## src/hw/itm_pkg.sv

```systemverilog
// ****************************************************************
// io range trap monitor: shared constants and types
// ****************************************************************
package itm_pkg;

  // bus and datapath widths
  localparam int ADDR_W = 12;
  localparam int DATA_W = 32;
  localparam int STRB_W = DATA_W / 8;
  localparam int IO_ADDR_W = 16;
  localparam int MASK_W = 4;
  localparam int REG_W = 8;
  localparam int NUM_SLOTS = 2;

  // register indices as printed; byte address is four times the index
  localparam logic [7:0] IDX_R4_LO = 8'hA0;
  localparam logic [7:0] IDX_R4_HI = 8'hA1;
  localparam logic [7:0] IDX_R5_LO = 8'hA2;
  localparam logic [7:0] IDX_R5_HI = 8'hA3;
  localparam logic [7:0] IDX_STATUS = 8'hA8;
  localparam logic [7:0] IDX_IRQ_EN = 8'hA9;
  localparam logic [7:0] IDX_TRAP = 8'hAA;

  // byte addresses on the register bus
  localparam logic [ADDR_W-1:0] ADDR_R4_LO = ADDR_W'({IDX_R4_LO, 2'h0});
  localparam logic [ADDR_W-1:0] ADDR_R4_HI = ADDR_W'({IDX_R4_HI, 2'h0});
  localparam logic [ADDR_W-1:0] ADDR_R5_LO = ADDR_W'({IDX_R5_LO, 2'h0});
  localparam logic [ADDR_W-1:0] ADDR_R5_HI = ADDR_W'({IDX_R5_HI, 2'h0});
  localparam logic [ADDR_W-1:0] ADDR_STATUS = ADDR_W'({IDX_STATUS, 2'h0});
  localparam logic [ADDR_W-1:0] ADDR_IRQ_EN = ADDR_W'({IDX_IRQ_EN, 2'h0});
  localparam logic [ADDR_W-1:0] ADDR_TRAP = ADDR_W'({IDX_TRAP, 2'h0});

  // field positions of the low register
  localparam int LO_MASK_LSB = 0;
  localparam int LO_BASE_LSB = 4;

  // field positions of the trap capture register
  localparam int TRAP_ADDR_LSB = 0;
  localparam int TRAP_WRITE_BIT = 16;
  localparam int TRAP_SLOT_LSB = 17;

  // reset values
  localparam logic [REG_W-1:0] RST_LO = 8'h00;
  localparam logic [REG_W-1:0] RST_HI = 8'h00;
  localparam logic [NUM_SLOTS-1:0] RST_STATUS = 2'h0;
  localparam logic [NUM_SLOTS-1:0] RST_IRQ_EN = 2'h3;
  localparam logic [IO_ADDR_W-1:0] RST_TRAP_ADDR = 16'h0000;

  // axi response codes
  localparam logic [1:0] RESP_OKAY = 2'h0;
  localparam logic [1:0] RESP_SLVERR = 2'h2;

  // one host i/o cycle, valid for a single clock
  typedef struct packed {
    logic valid;
    logic write;
    logic [IO_ADDR_W-1:0] addr;
  } itm_io_access_t;

  // programmed range of one slot
  typedef struct packed {
    logic [REG_W-1:0] base_high_byte;
    logic [MASK_W-1:0] base_low_nibble;
    logic [MASK_W-1:0] low_bit_mask;
  } itm_slot_cfg_t;

endpackage

```

## src/hw/itm_slot_match.sv

```systemverilog
`timescale 1ns/1ps
// ****************************************************************
// one range comparator slot
// ****************************************************************
module itm_slot_match (
  // programmed range
  input wire itm_pkg::itm_slot_cfg_t cfg,
  // observed host cycle
  input wire itm_pkg::itm_io_access_t io,
  // result
  output logic hit
);

  logic [itm_pkg::IO_ADDR_W-1:0] base;
  logic upper_eq;
  logic low_ok;

  // base built from high byte and low nibble, low four bits zero
  assign base = {cfg.base_high_byte, cfg.base_low_nibble, {itm_pkg::MASK_W{1'b0}}};

  // bits above the mask field must equal the base exactly
  assign upper_eq = (io.addr[itm_pkg::IO_ADDR_W-1:itm_pkg::MASK_W]
    == base[itm_pkg::IO_ADDR_W-1:itm_pkg::MASK_W]);

  // masked bits are don't care, unmasked low bits must be zero
  assign low_ok = ((io.addr[itm_pkg::MASK_W-1:0] & ~cfg.low_bit_mask) == '0);

  assign hit = io.valid & upper_eq & low_ok;

endmodule

```

## src/hw/itm_top.sv

```systemverilog
`timescale 1ns/1ps
// ****************************************************************
// io range trap monitor, two slots behind an axi4-lite slave
// ****************************************************************

// Behaviour
// - Each slot compares a 16-bit host i/o address, with a 4-bit mask covering only bits 3:0.
// - A set mask bit removes that low address bit from the comparison.
// - A clear mask bit requires that low address bit of the access to be zero.
// - Bits 7:4 of the low register give base address bits 7:4 in the same order.
// - The high register byte gives base address bits 15:8, bit 7 to bit 15.
// - A host i/o access matching a slot raises the system management interrupt.
module itm_top (
  // clock and reset
  input wire logic aclk,
  input wire logic aresetn,
  // axi4-lite write address
  input wire logic [itm_pkg::ADDR_W-1:0] s_axi_awaddr,
  input wire logic [2:0] s_axi_awprot,
  input wire logic s_axi_awvalid,
  output logic s_axi_awready,
  // axi4-lite write data
  input wire logic [itm_pkg::DATA_W-1:0] s_axi_wdata,
  input wire logic [itm_pkg::STRB_W-1:0] s_axi_wstrb,
  input wire logic s_axi_wvalid,
  output logic s_axi_wready,
  // axi4-lite write response
  output logic [1:0] s_axi_bresp,
  output logic s_axi_bvalid,
  input wire logic s_axi_bready,
  // axi4-lite read address
  input wire logic [itm_pkg::ADDR_W-1:0] s_axi_araddr,
  input wire logic [2:0] s_axi_arprot,
  input wire logic s_axi_arvalid,
  output logic s_axi_arready,
  // axi4-lite read data
  output logic [itm_pkg::DATA_W-1:0] s_axi_rdata,
  output logic [1:0] s_axi_rresp,
  output logic s_axi_rvalid,
  input wire logic s_axi_rready,
  // host i/o cycle being observed
  input wire itm_pkg::itm_io_access_t io_access,
  // interrupt to the processor
  output logic system_management_interrupt
);

  // ****************************************************************
  // types and storage
  // ****************************************************************

  typedef enum logic [0:0] {
    WR_IDLE,
    WR_RESP
  } itm_wr_state_t;

  typedef enum logic [0:0] {
    RD_IDLE,
    RD_DATA
  } itm_rd_state_t;

  itm_wr_state_t wr_state_reg;
  itm_wr_state_t wr_state_next;
  itm_rd_state_t rd_state_reg;
  itm_rd_state_t rd_state_next;

  // write channel holding latches
  logic aw_held_reg;
  logic w_held_reg;
  logic [itm_pkg::ADDR_W-1:0] aw_addr_reg;
  logic [itm_pkg::DATA_W-1:0] w_data_reg;
  logic [itm_pkg::STRB_W-1:0] w_strb_reg;
  logic [1:0] bresp_reg;

  // read channel answer
  logic [itm_pkg::DATA_W-1:0] rdata_reg;
  logic [1:0] rresp_reg;

  // slot registers, index 0 is slot four, index 1 is slot five
  logic [itm_pkg::REG_W-1:0] low_reg [itm_pkg::NUM_SLOTS];
  logic [itm_pkg::REG_W-1:0] high_reg [itm_pkg::NUM_SLOTS];

  // interrupt status, enable and capture of the last trapped cycle
  logic [itm_pkg::NUM_SLOTS-1:0] status_reg;
  logic [itm_pkg::NUM_SLOTS-1:0] status_next;
  logic [itm_pkg::NUM_SLOTS-1:0] irq_en_reg;
  logic [itm_pkg::IO_ADDR_W-1:0] trap_addr_reg;
  logic trap_write_reg;
  logic [itm_pkg::NUM_SLOTS-1:0] trap_slot_reg;
  logic irq_reg;

  // ****************************************************************
  // handshakes and decode
  // ****************************************************************

  logic aw_take;
  logic w_take;
  logic do_write;
  logic ar_take;
  logic wr_lane0;
  logic status_read;
  logic [itm_pkg::NUM_SLOTS-1:0] slot_hit;
  logic any_hit;
  itm_pkg::itm_slot_cfg_t slot_cfg [itm_pkg::NUM_SLOTS];

  // a channel stays open until its beat is parked
  assign s_axi_awready = ~aw_held_reg;
  assign s_axi_wready = ~w_held_reg;
  assign aw_take = s_axi_awvalid & s_axi_awready;
  assign w_take = s_axi_wvalid & s_axi_wready;

  // the write is done once both halves are parked and no answer is pending
  assign do_write = aw_held_reg & w_held_reg & (wr_state_reg == WR_IDLE);
  assign wr_lane0 = w_strb_reg[0]; // writable registers live in byte lane 0 only

  assign s_axi_bvalid = (wr_state_reg == WR_RESP);
  assign s_axi_bresp = bresp_reg;

  // one read at a time; a new address waits until the data is taken
  assign s_axi_arready = (rd_state_reg == RD_IDLE);
  assign ar_take = s_axi_arvalid & s_axi_arready;
  assign s_axi_rvalid = (rd_state_reg == RD_DATA);
  assign s_axi_rdata = rdata_reg;
  assign s_axi_rresp = rresp_reg;

  assign status_read = ar_take & (s_axi_araddr == itm_pkg::ADDR_STATUS);

  // true for every address that has a register behind it
  function automatic logic is_mapped(input logic [itm_pkg::ADDR_W-1:0] a);
    case (a)
      itm_pkg::ADDR_R4_LO,
      itm_pkg::ADDR_R4_HI,
      itm_pkg::ADDR_R5_LO,
      itm_pkg::ADDR_R5_HI,
      itm_pkg::ADDR_STATUS,
      itm_pkg::ADDR_IRQ_EN,
      itm_pkg::ADDR_TRAP: is_mapped = 1'b1;
      default: is_mapped = 1'b0;
    endcase
  endfunction

  // ****************************************************************
  // range comparators
  // ****************************************************************

  // each slot sees its own registers and the same host cycle
  generate
    for (genvar i = 0; i < itm_pkg::NUM_SLOTS; i++) begin : g_slot
      assign slot_cfg[i].base_high_byte = high_reg[i];
      assign slot_cfg[i].base_low_nibble = low_reg[i][itm_pkg::LO_BASE_LSB +: itm_pkg::MASK_W];
      assign slot_cfg[i].low_bit_mask = low_reg[i][itm_pkg::LO_MASK_LSB +: itm_pkg::MASK_W];
      itm_slot_match u_match (
        .cfg(slot_cfg[i]),
        .io(io_access),
        .hit(slot_hit[i])
      );
    end
  endgenerate

  assign any_hit = |slot_hit;

  // ****************************************************************
  // write channel
  // ****************************************************************

  // park the address beat until the write is carried out
  always_ff @(posedge aclk) begin
    if (!aresetn) begin
      aw_held_reg <= 1'b0;
      aw_addr_reg <= '0;
    end else if (aw_take) begin
      aw_held_reg <= 1'b1;
      aw_addr_reg <= s_axi_awaddr;
    end else if (do_write) begin
      aw_held_reg <= 1'b0;
    end
  end

  // park the data beat; either beat may come first
  always_ff @(posedge aclk) begin
    if (!aresetn) begin
      w_held_reg <= 1'b0;
      w_data_reg <= '0;
      w_strb_reg <= '0;
    end else if (w_take) begin
      w_held_reg <= 1'b1;
      w_data_reg <= s_axi_wdata;
      w_strb_reg <= s_axi_wstrb;
    end else if (do_write) begin
      w_held_reg <= 1'b0;
    end
  end

  // response state
  always_comb begin
    wr_state_next = wr_state_reg;
    case (wr_state_reg)
      WR_IDLE: begin
        if (do_write) begin
          wr_state_next = WR_RESP;
        end
      end
      WR_RESP: begin
        if (s_axi_bready) begin
          wr_state_next = WR_IDLE;
        end
      end
      default: wr_state_next = WR_IDLE;
    endcase
  end

  always_ff @(posedge aclk) begin
    if (!aresetn) begin
      wr_state_reg <= WR_IDLE;
      bresp_reg <= itm_pkg::RESP_OKAY;
    end else begin
      wr_state_reg <= wr_state_next;
      if (do_write) begin
        bresp_reg <= is_mapped(aw_addr_reg) ? itm_pkg::RESP_OKAY : itm_pkg::RESP_SLVERR;
      end
    end
  end

  // slot registers; a write without lane 0 leaves them alone
  always_ff @(posedge aclk) begin
    if (!aresetn) begin
      for (int i = 0; i < itm_pkg::NUM_SLOTS; i++) begin
        low_reg[i] <= itm_pkg::RST_LO;
        high_reg[i] <= itm_pkg::RST_HI;
      end
    end else if (do_write && wr_lane0) begin
      case (aw_addr_reg)
        itm_pkg::ADDR_R4_LO: low_reg[0] <= w_data_reg[itm_pkg::REG_W-1:0];
        itm_pkg::ADDR_R4_HI: high_reg[0] <= w_data_reg[itm_pkg::REG_W-1:0];
        itm_pkg::ADDR_R5_LO: low_reg[1] <= w_data_reg[itm_pkg::REG_W-1:0];
        itm_pkg::ADDR_R5_HI: high_reg[1] <= w_data_reg[itm_pkg::REG_W-1:0];
        default: begin
        end
      endcase
    end
  end

  // interrupt enable register, same layout as status
  always_ff @(posedge aclk) begin
    if (!aresetn) begin
      irq_en_reg <= itm_pkg::RST_IRQ_EN;
    end else if (do_write && wr_lane0 && (aw_addr_reg == itm_pkg::ADDR_IRQ_EN)) begin
      irq_en_reg <= w_data_reg[itm_pkg::NUM_SLOTS-1:0];
    end
  end

  // ****************************************************************
  // read channel
  // ****************************************************************

  always_comb begin
    rd_state_next = rd_state_reg;
    case (rd_state_reg)
      RD_IDLE: begin
        if (ar_take) begin
          rd_state_next = RD_DATA;
        end
      end
      RD_DATA: begin
        if (s_axi_rready) begin
          rd_state_next = RD_IDLE;
        end
      end
      default: rd_state_next = RD_IDLE;
    endcase
  end

  always_ff @(posedge aclk) begin
    if (!aresetn) begin
      rd_state_reg <= RD_IDLE;
    end else begin
      rd_state_reg <= rd_state_next;
    end
  end

  // data is latched at the address beat, so a status read returns
  // the bits that the same edge clears
  always_ff @(posedge aclk) begin
    if (!aresetn) begin
      rdata_reg <= '0;
      rresp_reg <= itm_pkg::RESP_OKAY;
    end else if (ar_take) begin
      rdata_reg <= '0;
      rresp_reg <= itm_pkg::RESP_OKAY;
      case (s_axi_araddr)
        itm_pkg::ADDR_R4_LO: rdata_reg[itm_pkg::REG_W-1:0] <= low_reg[0];
        itm_pkg::ADDR_R4_HI: rdata_reg[itm_pkg::REG_W-1:0] <= high_reg[0];
        itm_pkg::ADDR_R5_LO: rdata_reg[itm_pkg::REG_W-1:0] <= low_reg[1];
        itm_pkg::ADDR_R5_HI: rdata_reg[itm_pkg::REG_W-1:0] <= high_reg[1];
        itm_pkg::ADDR_STATUS: rdata_reg[itm_pkg::NUM_SLOTS-1:0] <= status_reg;
        itm_pkg::ADDR_IRQ_EN: rdata_reg[itm_pkg::NUM_SLOTS-1:0] <= irq_en_reg;
        itm_pkg::ADDR_TRAP: begin
          rdata_reg[itm_pkg::TRAP_ADDR_LSB +: itm_pkg::IO_ADDR_W] <= trap_addr_reg;
          rdata_reg[itm_pkg::TRAP_WRITE_BIT] <= trap_write_reg;
          rdata_reg[itm_pkg::TRAP_SLOT_LSB +: itm_pkg::NUM_SLOTS] <= trap_slot_reg;
        end
        default: rresp_reg <= itm_pkg::RESP_SLVERR; // unmapped reads as zero
      endcase
    end
  end

  // ****************************************************************
  // trap events and interrupt
  // ****************************************************************

  // a hit in the cycle of the clearing read survives: set wins
  always_comb begin
    status_next = status_reg;
    if (status_read) begin
      status_next = '0;
    end
    status_next = status_next | slot_hit;
  end

  always_ff @(posedge aclk) begin
    if (!aresetn) begin
      status_reg <= itm_pkg::RST_STATUS;
    end else begin
      status_reg <= status_next;
    end
  end

  // capture of the most recent trapped cycle for the handler
  always_ff @(posedge aclk) begin
    if (!aresetn) begin
      trap_addr_reg <= itm_pkg::RST_TRAP_ADDR;
      trap_write_reg <= 1'b0;
      trap_slot_reg <= '0;
    end else if (any_hit) begin
      trap_addr_reg <= io_access.addr;
      trap_write_reg <= io_access.write;
      trap_slot_reg <= slot_hit;
    end
  end

  // registered level; changes on the same edge as status, no glitches on the pin
  always_ff @(posedge aclk) begin
    if (!aresetn) begin
      irq_reg <= 1'b0;
    end else begin
      irq_reg <= |(status_next & irq_en_reg);
    end
  end

  assign system_management_interrupt = irq_reg;

  // ****************************************************************
  // unused inputs
  // ****************************************************************

  // protection bits carry no meaning for this block
  logic unused_prot;
  assign unused_prot = ^{s_axi_awprot, s_axi_arprot, w_data_reg[itm_pkg::DATA_W-1:itm_pkg::REG_W]};

endmodule

```

## config.mk

```make
export PLATFORM = sky130hd
export DESIGN_NAME = itm_top
export DESIGN_NICKNAME = d
export VERILOG_FILES = /design/src/hw/itm_pkg.sv /design/src/hw/itm_slot_match.sv /design/src/hw/itm_top.sv
export SDC_FILE = /design/constraint.sdc
export NUM_CORES = 1
export LEC_CHECK = 0
export ABC_CLOCK_PERIOD_IN_PS = 2850
export BUFFER_PORTS_ARGS = -buffer_cell sky130_fd_sc_hd__buf_4
export CAP_MARGIN = 0
export CORE_ASPECT_RATIO = 0.75
export CORE_UTILIZATION = 45
export CTS_BUF_LIST = sky130_fd_sc_hd__clkbuf_16
export CTS_CLUSTER_SIZE = 24
export DETAILED_ROUTE_END_ITERATION = 8
export PLACE_DENSITY_LB_ADDON = 0.08
export SLEW_MARGIN = 10
export SYNTH_ARGS = -nofsm -noshare
export SYNTH_HDL_FRONTEND = slang
export SYNTH_SLANG_ARGS = --single-unit
```

## constraint.sdc

```tcl
create_clock -name aclk -period 2.85 [get_ports aclk]
set_input_delay 0.1425 -clock aclk [delete_from_list [all_inputs] [get_ports aclk]]
set_output_delay 0.1425 -clock aclk [all_outputs]
set_load 0.02 [all_outputs]
```

* Yosys cells after proc, flatten, opt, wreduce, memory -nomap -nowiden
Memories as Yosys holds them, arrays and structs flattened.
Index checks and enable logic that the tools add are counted.
** Storage, ports and cells
- Bits in registers :: 72
- Input port bits :: 91
- ROM bits :: 0
- Bits in writable memories :: 32
- Memories kept :: 2
- Word-level logic and storage cells :: 107
- Output and inout bits :: 42
- Latch bits :: 0
** Memory list
- high_reg :: depth 2, width 8, read ports 2, clocked after Yosys merged registers in 0, wr ports 2, line itm_top.sv:80 : logic [itm_pkg::REG_W-1:0] high_reg [itm_pkg::NUM_SLOTS];
- low_reg :: depth 2, width 8, read ports 2, clocked after Yosys merged registers in 0, wr ports 2, line itm_top.sv:79 : logic [itm_pkg::REG_W-1:0] low_reg [itm_pkg::NUM_SLOTS];
** Cells by class
- $mul :: 0
- Divide/modulo/power cells :: 0
- Shift-type cells :: 0
- Order comparisons :: 0
- Add/subtract/negate cells :: 0
- Eq/ne operators :: 16
- Bitwise gates (word level) :: 24
- Multiplexer cells :: 39
- Reductions and logical operators :: 10
** Operators with widths (count)
- 12-bit by 10-bit equality test with 1-bit output, second input constant :: 14
- 8-bit two-way mux :: 4
- 6-bit one-hot mux with 5 select lines :: 1
- 1-bit two-way mux :: 27
- 12-bit equality test :: 2
- 2-bit one-hot mux with 7 select lines :: 1
- 7-bit OR reduction :: 2
- 11-bit two-way mux :: 1
- 1-bit bitwise AND :: 10
- 4-bit bitwise AND :: 2
- 4-bit logical NOT :: 2
- 4-bit NOT :: 2
- 2-bit two-way mux :: 3
- 1-bit NOT :: 4
- 1-bit OR :: 4
- 1-bit one-hot mux with 2 select lines :: 2
- 2-bit nonzero test :: 2
- 2-bit OR reduction :: 2
- 2-bit bitwise AND :: 1
- 1-bit logical AND :: 2
- 2-bit OR :: 1

* Depth between registers and ports, before layout
An unclocked memory read counts as a cell.
- Depth after elaboration :: 8
- Mapped depth :: 7
- Depth with buffers taken out :: 6

* By module
A second synthesis with hierarchy kept.
** Unflattened totals
- Cell total of the unflattened synthesis :: 489
- Area total of the unflattened synthesis :: 4594.4 µm²
** By module, submodules not included
- itm_top :: instances 1, sequential area each 2362.3 µm², cells an instance 445, area each 4259.1 µm²
- itm_slot_match :: instances 2, sequential area each 0.0 µm², cells an instance 22, area each 167.7 µm²

* Worst setup path after synthesis
Ideal clock, no wire load.
- Path type :: input-to-reg
- Start :: in s_axi_araddr[1] in the netlist's numbering
- End :: reg irq_reg, in the netlist system_management_interrupt
- Required time :: 2.733 ns
- Library setup time :: 0.117 ns
- Path slack :: 0.612 ns
- Data arrival time :: 2.121 ns
- Stages :: 7
- Path buffers :: 1
- Cell sequence :: or4b_1 or4_4 buf_6 or4_4 nand2_2 a21boi_2 a22o_1
** On the way
- Cells in the longest elaborated chain, start to end :: 6
** Ends and longest elaborated chain
- start, declared :: line itm_top.sv:32 : input wire logic [itm_pkg::ADDR_W-1:0] s_axi_araddr,
- 12-bit by 10-bit equality test with 1-bit output :: line itm_top.sv:125 : assign status_read = ar_take & (s_axi_araddr == itm_pkg::ADDR_STATUS);
- 1-bit bitwise AND :: line itm_top.sv:125
- 2-bit two-way mux :: line itm_top.sv:313 : if (status_read) begin
- 2-bit OR :: line itm_top.sv:316 : status_next = status_next | slot_hit;
- 2-bit bitwise AND :: line itm_top.sv:345 : irq_reg <= |(status_next & irq_en_reg);
- 2-bit OR reduction :: line itm_top.sv:345
- end signal, assigned :: line itm_top.sv:345
- end, declared :: line itm_top.sv:89 : logic irq_reg;
Every way passes these cells.
A chain may end at the register's enable or synchronous reset.

==> results.json <==
{
  "outcome": "finished clean",
  "via_per_inst": 5.14,
  "first_global_vias": 3503,
  "startpoint_type": "register",
  "cts_root_buf": "clkbuf_16",
  "clock_latency_ns": 0.34,
  "hpwl_um": 8210,
  "crit_type": "reg2reg",
  "critPathCaptureType": "register",
  "numCtsBuffers": 9,
  "area_growth_pct": 21.8,
  "crit_chain": "xor2_1 -> nor4b_1 -> and4b_1 -> and4_1 -> a21oi_2 -> buf_4 -> mux2i_1",
  "vias": 3555,
  "rows": 31,
  "fmax_ghz": 0.439,
  "largest_reg_flops": 19,
  "yosys_register_bits": 102,
  "postSynthCellCount": 472,
  "finClkSkew_ns": 0.00580,
  "ys_types": 50,
  "globalplace.congestion": 0.884,
  "cp_num_buf_inv": 1,
  "cts-resized-gates": 0,
  "layout_min_cycle_time_ns": 2.28,
  "die-area_um2": 10800,
  "drt_drc_violations_left": 0,
  "synth_area_leader_cell": "dfxtp_1",
  "hold_path_class": "in2reg",
  "io_buffers": 84,
  "coreArea_um2": 9850,
  "slew_headroom_pct": 46.2,
  "boundaryPins": 133,
  "die-height_um": 90.2,
  "period_share_pct": 80.0,
  "wl_per_cell_um": 15.7,
  "die_w_um": 120,
  "synthArstFlopShare_pct": 0,
  "drtAntennaViolNets": 0,
  "antenna_found_initial": 0,
  "syn_area_um2": 4670,
  "finalSetupViolCount": 0,
  "avgSynthCellArea_um2": 9.90,
  "p_per_area_nw_per_um2": 548,
  "synth_most_common_cell": "nand2_1",
  "ys.flop_type": "dfxtp_1",
  "critPathRequiredTime_ns": 3.12,
  "setup_tns_ns": 0,
  "start_util_pct": 47.4,
  "rsz0062_at_grt": "no",
  "synth-edff-count": 32,
  "n_fill_cell": 894,
  "drive_above_1_share_pct": 23.4,
  "hold_viol_final": 0,
  "final_nets": 646,
  "antennaDiodeCount": 0,
  "routed_wl_um": 10900,
  "drt_pre_antenna_iters": 5,
  "grt_pass1_wl_um": 17800,
  "worst_slew_pin_slew_ns": 0.805,
  "cts.reportedPaths.clkPinSlew_ns": 0.07,
  "cts_hold_buf": 0,
  "synth_common_cells": "nand2_1 (95), dfxtp_1 (70), edfxtp_1 (32)",
  "grt_overflow": 0,
  "arrival_ns": 2.55,
  "critPathMaxStageDelay_ns": 0.42,
  "gr-usage-all-layers_pct": 21.4,
  "cts_tree": "built",
  "cts_setup_buffers": 0,
  "drv_cap": 0,
  "clock_path_buffers": 2,
  "crit_path_max_fanout": 12,
  "final_util_pct": 57.8,
  "drv_slew": 0,
  "first_iter_violations": 293,
  "cts_sinks": 102,
  "critPathTopFamily": "simple AND/OR/NAND/NOR gates",
  "synth_area_leaders": "dfxtp_1 (30%), edfxtp_1 (21%), nand2_1 (7.6%)",
  "ys_warn_count": 0,
  "seq_area_frac_synth_pct": 50.6,
  "total_power_uw": 3120,
  "slowest_stage": "edfxtp_1",
  "grt_max_degree": 61,
  "yosys.area.top_type_share_pct": 30.0,
  "htreeDepth": 3,
  "ir_drop_uv": 324,
  "leakagePower_uw": 0.00240
}
==> worst register-to-register path, stage by stage, from the launching register on <==
cell	delay, ns
edfxtp_1	0.42
xor2_1	0.28
nor4b_1	0.09
and4b_1	0.21
and4_1	0.21
a21oi_2	0.42
buf_4	0.35
mux2i_1	0.23
==> report_power, final <==
part / switching, uW / internal, uW
sequential: 34.3 / 1540
combinational: 181 / 141
clock: 537 / 683
==> layout make-up <==
type | count | area (um2) | area share, %
inverter | 15 | 56.3 | 0.989
clock buffer | 9 | 225 | 3.96
multi-input combinational | 333 | 2100 | 36.9
clock inverter | 7 | 75.1 | 1.32
tap | 132 | 165 | 2.90
sequential | 102 | 2360 | 41.5
timing repair buffer | 94 | 706 | 12.4
==> through the flow <==
| step | cell area (um2) | hold slack, ns | instances | worst slack [ns] |
|---|---|---|---|---|
| global route | 5690 | 0.0351 | 692 | 0.388 |
| floorplan | 4720 | 0.280 | 486 | 0.612 |
| CTS | 5690 | 0.0270 | 692 | 0.594 |
| detailed placement | 5390 | 0.387 | 676 | 0.438 |
| finish | 5690 | 0.0350 | 692 | 0.570 |
| global placement | 5390 | 0.383 | 676 | 0.479 |
==> kinds of logic after synthesis <==
logic type | Yosys count | synth area share (%)
other cells | 1 | 0.0803
buf+inv | 51 | 5.60
flops | 102 | 50.6
mux | 35 | 7.69
compound gates | 87 | 13.6
simple gates | 172 | 18.0
xor+xnor | 24 | 4.50
==> cell usage in the layout, fill, tap and decap left out, types with 2 or more instances in the layout <==
cell type	count
xnor2_1	10
a22o_1	2
mux2i_1	28
clkinv_2	2
dfxtp_1	70
nor3_1	5
o22a_2	6
clkinv_4	4
nor2_1	10
xor2_1	14
mux2_2	7
and4b_1	3
o21a_1	2
nand3_1	5
clkbuf_16	9
nand2_1	95
and2_1	16
a22oi_1	18
nand4_1	4
o21ai_0	14
and3_1	4
conb_1	15
a222oi_1	2
o211a_1	2
a21oi_1	8
buf_4	94
a21boi_0	23
nor4b_1	3
or4_4	2
inv_1	15
nand3b_1	2
edfxtp_1	32
nor2b_1	16
a31oi_1	2
==> worst paths after layout <==
kind              cells past startpoint                to        startpoint  slack [ns]
setup / recovery                      7  trap_addr_reg[5]    high_reg[0][2]        0.57
setup reg to reg                      7  trap_addr_reg[5]    high_reg[0][2]        0.57
hold / removal                        2      s_axi_rvalid     s_axi_arvalid        0.03
hold reg to reg                       2  trap_addr_reg[4]  trap_addr_reg[4]        0.46
==> layer usage <==
metal,routed length (um),GRT usage (%),up-vias
li1,-,-,1781
met1,5280,30.4,1645
met2,4580,32.0,121
met3,921,6.03,8
met4,105,5.31,0
met5,0,0,-
Power figures use the tool's default switching activity.
